<file path="src/rtl/sxs_pkg.sv">
package sxs_pkg;

	////////////////////////////////////////////////////////////////////////
	// Register byte addresses (one 32-bit word each)
	localparam logic [7:0] ADR_CMD = 8'h00;
	localparam logic [7:0] ADR_ACC = 8'h04;
	localparam logic [7:0] ADR_STAT = 8'h08;
	localparam logic [7:0] ADR_DIRA = 8'h0c;
	localparam logic [7:0] ADR_DIRB = 8'h10;
	localparam logic [7:0] ADR_DIRC = 8'h14;
	localparam logic [7:0] ADR_WDT = 8'h18;
	localparam logic [7:0] ADR_PWR = 8'h1c;
	localparam logic [7:0] ADR_FADR = 8'h20;
	localparam logic [7:0] ADR_FDAT = 8'h24;

	////////////////////////////////////////////////////////////////////////
	// Operand codes of the direction load
	localparam logic [7:0] DIR_SEL_A = 8'h05;
	localparam logic [7:0] DIR_SEL_B = 8'h06;
	localparam logic [7:0] DIR_SEL_C = 8'h07;

	localparam logic [7:0] BYTE_ZERO = 8'h00;
	localparam logic [7:0] WDT_CLEAR = 8'h00;
	localparam logic [7:0] ACC_RST = 8'h00;
	localparam int FILE_DEPTH = 128;
	localparam int FILE_AW = 7;
	localparam int PWR_WAKE_BIT = 0;

	////////////////////////////////////////////////////////////////////////
	// Types
	typedef enum logic [3:0] {
		nop_op = 4'h0,
		literal_minus_acc_op = 4'h1,
		file_minus_acc_op = 4'h2,
		file_minus_acc_borrow_op = 4'h3,
		nibble_exchange_op = 4'h4,
		literal_xor_op = 4'h5,
		file_xor_op = 4'h6,
		direction_load_op = 4'h7,
		low_power_op = 4'h8
	} sxs_op_e;

	typedef struct packed {
		logic [3:0] op;
		logic [2:0] rsv;
		logic dest;
		logic [7:0] operand;
	} sxs_cmd_s;

	typedef struct packed {
		logic timeout_status_n;
		logic powerdown_status_n;
		logic zero;
		logic digit_carry;
		logic carry;
	} sxs_stat_s;

	localparam sxs_stat_s STAT_RST = 5'b11000;

	typedef struct packed {
		logic [7:0] res;
		logic c;
		logic dc;
	} sxs_sub_s;

	typedef enum logic [1:0] {
		PWR_RUN = 2'b01,
		PWR_SLEEP = 2'b10
	} sxs_pwr_e;

endpackage

</file>
<file path="src/rtl/sxs_exec.sv">
// Implementation choices: the Wishbone register port and the placing of the registers.
`timescale 1ns/100ps

// Behaviour
// - The literal subtract puts the literal minus the accumulator into the accumulator.
// - Subtracts set carry unless the subtrahend plus any borrow is larger, digit carry likewise on low nibbles, and update zero.
// - The file subtract computes the addressed file register minus the accumulator.
// - The borrow subtract also takes away the inverted carry and updates carry, digit carry and zero.
// - For the file operations, a destination bit of 0 writes the result to the accumulator and 1 writes it to the file register.
// - The nibble exchange swaps the two halves of the file register and leaves status alone.
// - The literal XOR stores accumulator XOR literal in the accumulator and touches only zero.
// - The file XOR routes accumulator XOR file register by the destination bit and touches only zero.
// - The direction load copies the accumulator into port A, B or C direction for operand 5, 6 or 7.
// - Low-power entry clears the watchdog counter and its prescaler.
// - Low-power entry clears the power-down flag, sets the time-out flag and halts the core.
module sxs_exec
	import sxs_pkg::*;
#(
	parameter logic [7:0] DIR_RST = 8'hff,
	parameter int PRE_W = 8
) (
	// System
	input wire logic clk_sys,
	input wire logic resetn,
	// Wishbone slave
	input wire logic wb_cyc_i,
	input wire logic wb_stb_i,
	input wire logic wb_we_i,
	input wire logic [7:0] wb_adr_i,
	input wire logic [3:0] wb_sel_i,
	input wire logic [31:0] wb_dat_i,
	output logic [31:0] wb_dat_o,
	output logic wb_ack_o,
	// Core state
	output logic [7:0] port_a_direction,
	output logic [7:0] port_b_direction,
	output logic [7:0] port_c_direction,
	output logic core_halted
);

	////////////////////////////////////////////////////////////////////////
	// Functions
	function automatic sxs_sub_s sxs_sub(input logic [7:0] a,
		input logic [7:0] b, input logic bin);
		logic [8:0] full;
		logic [4:0] low;
		sxs_sub_s r;
		full = {1'b0, a} - {1'b0, b} - {8'h00, bin};
		low = {1'b0, a[3:0]} - {1'b0, b[3:0]} - {4'h0, bin};
		r.res = full[7:0];
		r.c = ~full[8];
		r.dc = ~low[4];
		return r;
	endfunction

	function automatic logic sxs_zero(input logic [7:0] v);
		return v == BYTE_ZERO;
	endfunction

	////////////////////////////////////////////////////////////////////////
	// State
	logic ack_ff, nxt_ack;
	logic [31:0] rdat_ff, nxt_rdat;
	logic [15:0] cmd_ff, nxt_cmd;
	logic [7:0] acc_ff, nxt_acc;
	sxs_stat_s stat_ff, nxt_stat;
	logic [7:0] dira_ff, nxt_dira;
	logic [7:0] dirb_ff, nxt_dirb;
	logic [7:0] dirc_ff, nxt_dirc;
	logic [7:0] wdt_ff, nxt_wdt;
	logic [PRE_W-1:0] pre_ff, nxt_pre;
	sxs_pwr_e pwr_ff, nxt_pwr;
	logic [FILE_AW-1:0] fadr_ff, nxt_fadr;
	logic [7:0] file_mem [FILE_DEPTH];

	logic req, wr;
	logic exec;
	sxs_cmd_s cmd;
	logic [7:0] fsrc;
	logic [7:0] res;
	sxs_sub_s sub;
	logic file_we;
	logic [FILE_AW-1:0] file_wadr;
	logic [7:0] file_wdat;
	logic wdt_ovf;

	// A held strobe is taken again only after ack has dropped
	assign req = wb_cyc_i & wb_stb_i & ~ack_ff;
	assign wr = req & wb_we_i;
	assign cmd = sxs_cmd_s'(wb_dat_i[15:0]);
	assign fsrc = file_mem[cmd.operand[FILE_AW-1:0]];
	// Commands are dropped while halted: the core clock is stopped
	assign exec = wr & (wb_adr_i == ADR_CMD) & (&wb_sel_i[1:0])
		& (pwr_ff == PWR_RUN);
	assign wdt_ovf = (&pre_ff) & (&wdt_ff);

	////////////////////////////////////////////////////////////////////////
	// Execution, status and watchdog
	always_comb begin
		nxt_acc = acc_ff;
		nxt_stat = stat_ff;
		nxt_dira = dira_ff;
		nxt_dirb = dirb_ff;
		nxt_dirc = dirc_ff;
		nxt_pwr = pwr_ff;
		nxt_cmd = cmd_ff;
		nxt_fadr = fadr_ff;
		nxt_pre = pre_ff + PRE_W'(1);
		nxt_wdt = (&pre_ff) ? wdt_ff + 8'h01 : wdt_ff;
		file_we = 1'b0;
		file_wadr = cmd.operand[FILE_AW-1:0];
		file_wdat = BYTE_ZERO;
		res = BYTE_ZERO;
		sub = '0;

		if (wr & wb_sel_i[0]) begin
			unique case (wb_adr_i)
				ADR_ACC: begin
					nxt_acc = wb_dat_i[7:0];
				end
				ADR_STAT: begin
					nxt_stat.carry = wb_dat_i[0];
					nxt_stat.digit_carry = wb_dat_i[1];
					nxt_stat.zero = wb_dat_i[2];
				end
				ADR_PWR: begin
					if (wb_dat_i[PWR_WAKE_BIT]) begin
						nxt_pwr = PWR_RUN;
					end
				end
				ADR_FADR: begin
					nxt_fadr = wb_dat_i[FILE_AW-1:0];
				end
				ADR_FDAT: begin
					file_we = 1'b1;
					file_wadr = fadr_ff;
					file_wdat = wb_dat_i[7:0];
				end
				default: begin
				end
			endcase
		end

		if (exec) begin
			nxt_cmd = wb_dat_i[15:0];
			unique case (cmd.op)
				literal_minus_acc_op: begin
					sub = sxs_sub(cmd.operand, acc_ff, 1'b0);
					nxt_acc = sub.res;
				end
				file_minus_acc_op: begin
					sub = sxs_sub(fsrc, acc_ff, 1'b0);
				end
				file_minus_acc_borrow_op: begin
					// Carry set means no borrow pending
					sub = sxs_sub(fsrc, acc_ff, ~stat_ff.carry);
				end
				nibble_exchange_op: begin
					res = {fsrc[3:0], fsrc[7:4]};
				end
				literal_xor_op: begin
					nxt_acc = acc_ff ^ cmd.operand;
					nxt_stat.zero = sxs_zero(acc_ff ^ cmd.operand);
				end
				file_xor_op: begin
					res = acc_ff ^ fsrc;
					nxt_stat.zero = sxs_zero(res);
				end
				direction_load_op: begin
					unique case (cmd.operand)
						DIR_SEL_A: nxt_dira = acc_ff;
						DIR_SEL_B: nxt_dirb = acc_ff;
						DIR_SEL_C: nxt_dirc = acc_ff;
						default: begin
						end
					endcase
				end
				low_power_op: begin
					nxt_wdt = WDT_CLEAR;
					nxt_pre = '0;
					nxt_stat.timeout_status_n = 1'b1;
					nxt_stat.powerdown_status_n = 1'b0;
					nxt_pwr = PWR_SLEEP;
				end
				default: begin
				end
			endcase

			if (cmd.op == literal_minus_acc_op
				|| cmd.op == file_minus_acc_op
				|| cmd.op == file_minus_acc_borrow_op) begin
				res = sub.res;
				nxt_stat.carry = sub.c;
				nxt_stat.digit_carry = sub.dc;
				nxt_stat.zero = sxs_zero(sub.res);
			end

			if (cmd.op == file_minus_acc_op
				|| cmd.op == file_minus_acc_borrow_op
				|| cmd.op == nibble_exchange_op
				|| cmd.op == file_xor_op) begin
				if (cmd.dest) begin
					file_we = 1'b1;
					file_wadr = cmd.operand[FILE_AW-1:0];
					file_wdat = res;
				end else begin
					nxt_acc = res;
				end
			end
		end

		// Overflow is an event and wins over a same-cycle clear
		if (wdt_ovf) begin
			nxt_stat.timeout_status_n = 1'b0;
			nxt_pwr = PWR_RUN;
		end
	end

	////////////////////////////////////////////////////////////////////////
	// Bus answer
	always_comb begin
		nxt_ack = req;
		nxt_rdat = '0;
		if (req & ~wb_we_i) begin
			unique case (wb_adr_i)
				ADR_CMD: nxt_rdat = 32'(cmd_ff);
				ADR_ACC: nxt_rdat = 32'(acc_ff);
				ADR_STAT: nxt_rdat = 32'(stat_ff);
				ADR_DIRA: nxt_rdat = 32'(dira_ff);
				ADR_DIRB: nxt_rdat = 32'(dirb_ff);
				ADR_DIRC: nxt_rdat = 32'(dirc_ff);
				// Prescaler above the counter: one read shows both
				ADR_WDT: nxt_rdat = 32'({pre_ff, wdt_ff});
				ADR_PWR: nxt_rdat = 32'(pwr_ff == PWR_SLEEP);
				ADR_FADR: nxt_rdat = 32'(fadr_ff);
				ADR_FDAT: nxt_rdat = 32'(file_mem[fadr_ff]);
				default: nxt_rdat = '0;
			endcase
		end
	end

	// Registered answer costs a wait state but keeps bus paths short
	always_ff @(posedge clk_sys or negedge resetn) begin
		if (!resetn) begin
			ack_ff <= 1'b0;
			rdat_ff <= '0;
		end else begin
			ack_ff <= nxt_ack;
			rdat_ff <= nxt_rdat;
		end
	end

	////////////////////////////////////////////////////////////////////////
	// Registers
	// Watchdog keeps counting while halted, so it can wake the core
	always_ff @(posedge clk_sys or negedge resetn) begin
		if (!resetn) begin
			wdt_ff <= WDT_CLEAR;
			pre_ff <= '0;
		end else begin
			wdt_ff <= nxt_wdt;
			pre_ff <= nxt_pre;
		end
	end

	always_ff @(posedge clk_sys or negedge resetn) begin
		if (!resetn) begin
			cmd_ff <= '0;
			acc_ff <= ACC_RST;
			stat_ff <= STAT_RST;
			dira_ff <= DIR_RST;
			dirb_ff <= DIR_RST;
			dirc_ff <= DIR_RST;
			pwr_ff <= PWR_RUN;
			fadr_ff <= '0;
		end else begin
			cmd_ff <= nxt_cmd;
			acc_ff <= nxt_acc;
			stat_ff <= nxt_stat;
			dira_ff <= nxt_dira;
			dirb_ff <= nxt_dirb;
			dirc_ff <= nxt_dirc;
			pwr_ff <= nxt_pwr;
			fadr_ff <= nxt_fadr;
		end
	end

	// Data file has no reset, as in a real register file
	always_ff @(posedge clk_sys) begin
		if (file_we) begin
			file_mem[file_wadr] <= file_wdat;
		end
	end

	assign wb_ack_o = ack_ff;
	assign wb_dat_o = rdat_ff;
	assign port_a_direction = dira_ff;
	assign port_b_direction = dirb_ff;
	assign port_c_direction = dirc_ff;
	assign core_halted = (pwr_ff == PWR_SLEEP);

endmodule

</file>
<file path="config.mk">
export PLATFORM = sky130hd
export DESIGN_NAME = sxs_exec
export DESIGN_NICKNAME = d
export VERILOG_FILES = /design/src/rtl/sxs_pkg.sv /design/src/rtl/sxs_exec.sv
export SDC_FILE = /design/constraint.sdc
export NUM_CORES = 2
export LEC_CHECK = 0
export ABC_CLOCK_PERIOD_IN_PS = 9660
export BUFFER_PORTS_ARGS = -buffer_cell sky130_fd_sc_hd__buf_2
export CAP_MARGIN = 15
export CORE_UTILIZATION = 41
export CTS_BUF_LIST = sky130_fd_sc_hd__clkbuf_8
export DETAILED_ROUTE_END_ITERATION = 10
export PLACE_DENSITY_LB_ADDON = 0.2
export SKIP_LAST_GASP = 1
export SYNTH_ARGS = -nofsm -noshare
export SYNTH_HDL_FRONTEND = slang
export SYNTH_SLANG_ARGS = --single-unit
export TNS_END_PERCENT = 30
</file>
<file path="constraint.sdc">
create_clock -name clk_sys -period 9.66 [get_ports clk_sys]
set_input_delay 0 -clock clk_sys [delete_from_list [all_inputs] [get_ports clk_sys]]
set_output_delay 0 -clock clk_sys [all_outputs]
set_load 0.02 [all_outputs]
</file>
# Word level (Yosys, flattened, before mapping)
# Memory sizes are Yosys's and may differ from the RTL's.
# Cells that the tools add are included.
dict set report totals {
  register_bits 111
  ram_bits 1024
  inputBits 49
  output_inout_bits 58
  wordCells 134
  mem_count 1
}
dict set report op_classes {
  addsub 8
  n_eq_ne 22
  n_mux 47
  n_bitwise 20
  n_reduce_logical 20
}
# name words word_bits rd rd_clocked_by_memory_dff wr line
set mem_list {}
lappend mem_list {file_mem 128 8 2 0 1 sxs_exec.sv:74} ;# logic [7:0] file_mem [FILE_DEPTH];
# operator count
set op_table {}
lappend op_table {{$pmux 16 s10} 1}
lappend op_table {{$mux 8} 16}
lappend op_table {{$mux 7} 5}
lappend op_table {{$eq 8x3->1 const B} 4}
lappend op_table {{$eq 8x5->1 const B} 4}
lappend op_table {{$logic_not 8->1} 4}
lappend op_table {{$pmux 8 s2} 2}
lappend op_table {{$pmux 10 s3} 1}
lappend op_table {{$sub 8x8->9} 2}
lappend op_table {{$add 8x1->8 const B} 2}
lappend op_table {{$eq 4x3->1 const B} 4}
lappend op_table {{$eq 8x4->1 const B} 2}
lappend op_table {{$eq 8x6->1 const B} 2}
lappend op_table {{$mux 16} 1}
lappend op_table {{$reduce_and 8->1} 2}
lappend op_table {{$xor 8x8->8} 2}
lappend op_table {{$mux 2} 7}
lappend op_table {{$mux 10} 1}
lappend op_table {{$sub 4x4->5} 2}
lappend op_table {{$and 1x1->1} 9}
lappend op_table {{$mux 3} 3}
lappend op_table {{$not 1->1} 9}
lappend op_table {{$reduce_and 3->1} 3}
lappend op_table {{$sub 9x1->9} 1}
lappend op_table {{other kinds (12)} 28}

# Depth between registers and ports, before layout
dict set report logic_depth {
  depth_word 11
  depth_mapped 22
  ltp_nobuf 17
}

# Least setup slack after synthesis
# No wires, ideal clock.
dict set report synth_timing {
  path_kind {input port to flip-flop}
  start {in wb_dat_i[0]}
  end {mem file_mem[0][5] (data pin)}
  setup_ns 1.197
  t_arrival_ns 8.564
  required_time_ns 8.463
  slack_ns -0.101
  stages 20
  n_path_buf 5
  path_cell_list {buf_6 > buf_12 > buf_4 > buf_6 > buf_2 > mux4_2 > a22oi_1 > a21oi_1 > o41ai_1 > nand3_1 > ha_1 > nor2b_1 > o21a_1 > nor3_1 > o22ai_1 > o21ai_0 > a31oi_1 > o21ai_0 > a21oi_1 > o21ai_0}
}
dict set report synth_between {
  elab_chain_len 9
  elab_cells_between_ends 12
  classes_between {add/sub (3); mux (7); bitwise (1); memory (1)}
}
# element line
set synth_lines {}
lappend synth_lines {{start, declared} sxs_exec.sv:31} ;# input wire logic [31:0] wb_dat_i,
lappend synth_lines {{$mem_v2 128x8} -}
lappend synth_lines {{$sub 8x8->9} sxs_exec.sv:48} ;# full = {1'b0, a} - {1'b0, b} - {8'h00, bin};
lappend synth_lines {{$sub 9x1->9} sxs_exec.sv:48}
lappend synth_lines {{$pmux 10 s3} sxs_exec.sv:146} ;# unique case (cmd.op)
lappend synth_lines {{$mux 10} sxs_exec.sv:144} ;# if (exec) begin
lappend synth_lines {{$mux 8 (*)} sxs_exec.sv:189} ;# if (cmd.op == literal_minus_acc_op
lappend synth_lines {{$mux 8 (*)} sxs_exec.sv:202} ;# if (cmd.dest) begin
lappend synth_lines {{$mux 8 (*)} sxs_exec.sv:198} ;# if (cmd.op == file_minus_acc_op
lappend synth_lines {{$mux 8 (*)} sxs_exec.sv:144}
lappend synth_lines {{via file_wdat[5]} sxs_exec.sv:84} ;# logic [7:0] file_wdat;
lappend synth_lines {{end, declared} sxs_exec.sv:74}
# Mark *: on every way through the listed nets, which the timed path passes. The rest lies on a longest branch. The select of a mux whose other input is x is not followed.

# Final worst setup path
dict set report layout_timing {
  start {in wb_dat_i[1]}
  end {mem file_mem[8][7] (data pin)}
}
# Same word-level chain as after synthesis.

==> impl_metrics.ini <==
[critical_path]
end_kind = flip-flop
worstPathArrival_ns = 7.22
worst-path-buf-inv = 4
crit_family = compound AO/OA/AOI/OAI gates
startpoint_type = input pin
crit_path_max_fanout = 80
cp_data_required_time_ns = 10.28
cp_slowest_cell = a22o_4
cp_slowest_stage_delay_ns = 0.80
critPathKind = input pin to flip-flop
crit_chain = dlygate4sd3_1 > buf_8 > buf_4 > mux4_2 > a221oi_1 > o31a_1 > o32ai_1 > a211o_1 > ha_1 > nor2b_1 > o31a_1 > o32ai_1 > nor2_1 > nor4_1 > xor2_1 > a2111o_1 > a22o_4 > buf_4

[sta]
rsz0062_at_grt = false
slew-limit-headroom_pct = 13.45
whs_ns = 0.1080
timing.final.crit_share_pct = 68.25
finalClockSkew_ns = 0.08570
hold_viol = 0
drv_slew = 0
worst_pin_slew_ns = 1.294
final-setup-viol-count = 0
period_needed_ns = 6.593
fin_setup_tns_ns = 0
max_freq_ghz = 0.1517

[placed_design]
placed_cells = 4596
gp_congestion = 0.9139
place_hpwl_um = 107200
numPortBuffers = 72

[clocking]
cts_setup_buffers = 0
cts_buffers = 185
path_clk_slew_ns = 0.06
cts.sinks = 1119
cts_tree = done
cts_buffer_depth = 3
clock_latency_ns = 0.95
cts_root_buffer = clkbuf_8
htreeDepth = 4

[cells_and_area]
nNetsFinal = 3196
final_cells = 5024
final_common_cell = edfxtp_1
drive_gt1_share_pct = 33.14
area_growth_pct = 12.12
final_cell_mix = 1,024 x edfxtp_1, 590 x mux4_2, 205 x nor2_1

[logic_synthesis]
yosys_register_bits = 1119
synth-edff-count = 1024
synthDistinctLibCells = 77
ys.flop_type = edfxtp_1
ys_warn_count = 0
async_flop_share_pct = 8.490
ys_seq_area_share_pct = 61.55
avgSynthCellArea_sq_um = 18.46
synthCells = 2918
synth_area_sq_um = 53880

[status]
status = finished clean

[global_routing]
grt_max_degree = 109
grt_overflow_total = 0
use_met3_pct = 6.612
grt_usage_pct = 25.49
grt_pass1_vias = 33170
grt_util_met2_pct = 40.14
grt_first_pass_wirelength_um = 239400
antenna_found_initial = 9
grt-busiest-layer = met2
grt_use_met1_pct = 33.74

[power_and_ir_drop]
powerDensity_nw_per_um2 = 158.4
p_int_mw = 7.291
power.share.sequential_pct = 54.6
p_leak_nw = 15.61
p_comb_share_pct = 4.4
ir_drop_uv = 137.0
power_mw = 9.567
netSwitchingFraction_pct = 23.79
clkPwrFrac_pct = 41.0
switchingPower_mw = 2.276

[job]
timing.max_cap.violations = 0

[detailed_routing]
drc_errors = 0
wire_per_inst_um = 33.29
viasPerCell = 6.383
drt_iter0_markers = 3904
drt-total-wl_um = 167200
drt_pass1_iterations = 7
vias = 32070
antenna_left = 0

[die]
start_util_pct = 41.45
dieWidth_um = 364.5
rows = 132
fp.dieH_um = 364.5
ios = 107
core_area_sq_um = 130000
die_area_sq_um = 132900

[hold_path]
hold_path.class = input pin to flip-flop
==> through the flow <==
step	util [%]	area [sq um]	setup slack [ns]
after detailed placement	43.19	56140	2.257
final	46.48	60410	3.067
after global placement	43.15	56080	2.398
after CTS	46.36	60260	2.770
after global routing	46.47	60400	2.890
after floorplan	-	53930	0.01866
==> worst paths after layout <==
check	depth (start not counted)	start	slack, ns	endpoint
min in group asynchronous	4	resetn	0.13	wb_dat_o[7]$_DFF_PN0_
min reg2reg	2	cmd_ff[6]$_DFFE_PN0P_	0.48	cmd_ff[6]$_DFFE_PN0P_
max reg2reg	15	file_mem[39][5]$_DFFE_PP_	3.19	file_mem[8][7]$_DFFE_PP_
min	6	wb_we_i	0.11	cmd_ff[1]$_DFFE_PN0P_
max in group asynchronous	4	resetn	8.82	fadr_ff[3]$_DFFE_PN0P_
max	18	wb_dat_i[1]	3.07	file_mem[8][7]$_DFFE_PP_
==> registers in the layout (all words and copies together) (netlist names), 2 cells and up <==
signal	count
fadr_ff	7
port_c_direction	8
port_a_direction	8
stat_ff	5
file_mem	1024
cmd_ff	16
acc_ff	8
pwr_ff	2
wb_dat_o	16
port_b_direction	8
wdt_ff	8
pre_ff	8
==> logic make-up after synthesis <==
| family | after synthesis | synth area share, % |
|---|---|---|
| buf+inv | 245 | 2.276 |
| other cells | 1 | 0.006960 |
| fa+ha+maj | 23 | 0.5620 |
| flops | 1119 | 61.55 |
| mux | 692 | 26.91 |
| xor+xnor | 28 | 0.4552 |
| compound gates | 301 | 3.969 |
| simple gates | 509 | 4.273 |
==> cells in the mapped netlist (15+ instances only) <==
| cell type | number | area share [%] |
|---|---|---|
| edfxtp_1 | 1024 | 57 |
| mux4_2 | 590 | 25 |
| nor2_1 | 207 | 1.4 |
| nand2_1 | 142 | 0.99 |
| clkbuf_1 | 119 | 0.83 |
| dfrtp_1 | 68 | 3.2 |
| mux2i_1 | 58 | 1.1 |
| o21ai_0 | 51 | 0.47 |
| buf_2 | 48 | 0.45 |
| a21oi_1 | 37 | 0.34 |
| a22oi_1 | 37 | 0.52 |
| mux2_2 | 35 | 0.73 |
| a221oi_1 | 30 | 0.49 |
| dfstp_2 | 27 | 1.3 |
| a22o_1 | 25 | 0.41 |
| buf_4 | 25 | 0.35 |
| nor3_1 | 25 | 0.23 |
| a31oi_1 | 24 | 0.28 |
| nand3_1 | 23 | 0.21 |
| ha_1 | 21 | 0.49 |
| buf_1 | 18 | 0.13 |
| o22ai_1 | 18 | 0.21 |
| or2_2 | 18 | 0.21 |
| inv_1 | 16 | 0.11 |
| nor2b_1 | 16 | 0.19 |
| nand2b_1 | 15 | 0.17 |
| xnor2_1 | 15 | 0.24 |
==> layer usage <==
layer | vias up | routed length [um]
li1 | 12790 | -
met1 | 17070 | 64810
met2 | 1813 | 79400
met3 | 383 | 16140
met4 | 10 | 6813
met5 | - | 69
==> power groups by stage <==
stage / combinational [mW] / clock (mW) / sequential, mW
after floorplan: 0.257 / 0 / 5.32
after global placement: 0.400 / 0 / 5.32
after detailed placement: 0.399 / 0 / 5.32
after CTS: 0.416 / 3.98 / 5.22
after global routing: 0.441 / 4.18 / 5.22
final: 0.420 / 3.92 / 5.22
==> what timing repair did <==
action / 4_1_cts / 5_1_grt
hold buffers: 72 / 0
endpoints found under the hold margin: 175 / 0
setup endpoints to repair: 0 / 0
resized for setup: 0 / 0
==> worst min-delay path: cells and delay by family <==
family                 cells  cell delay (ns)
buffers and inverters      2             0.36
and+or+nand+nor            4             0.59
==> layout make-up <==
cell class	count	area [sq um]
Clock inverter	149	804.5
Inverter	18	70.07
Clock buffer	188	2587
Fill cell	10930	69570
Tap cell	1742	2180
Timing Repair Buffer	231	1917
Sequential cell	1119	33180
Multi-Input combinational cell	1569	19660
Antenna cell	8	20.02
No activity file was read; power rests on OpenSTA's default activity.
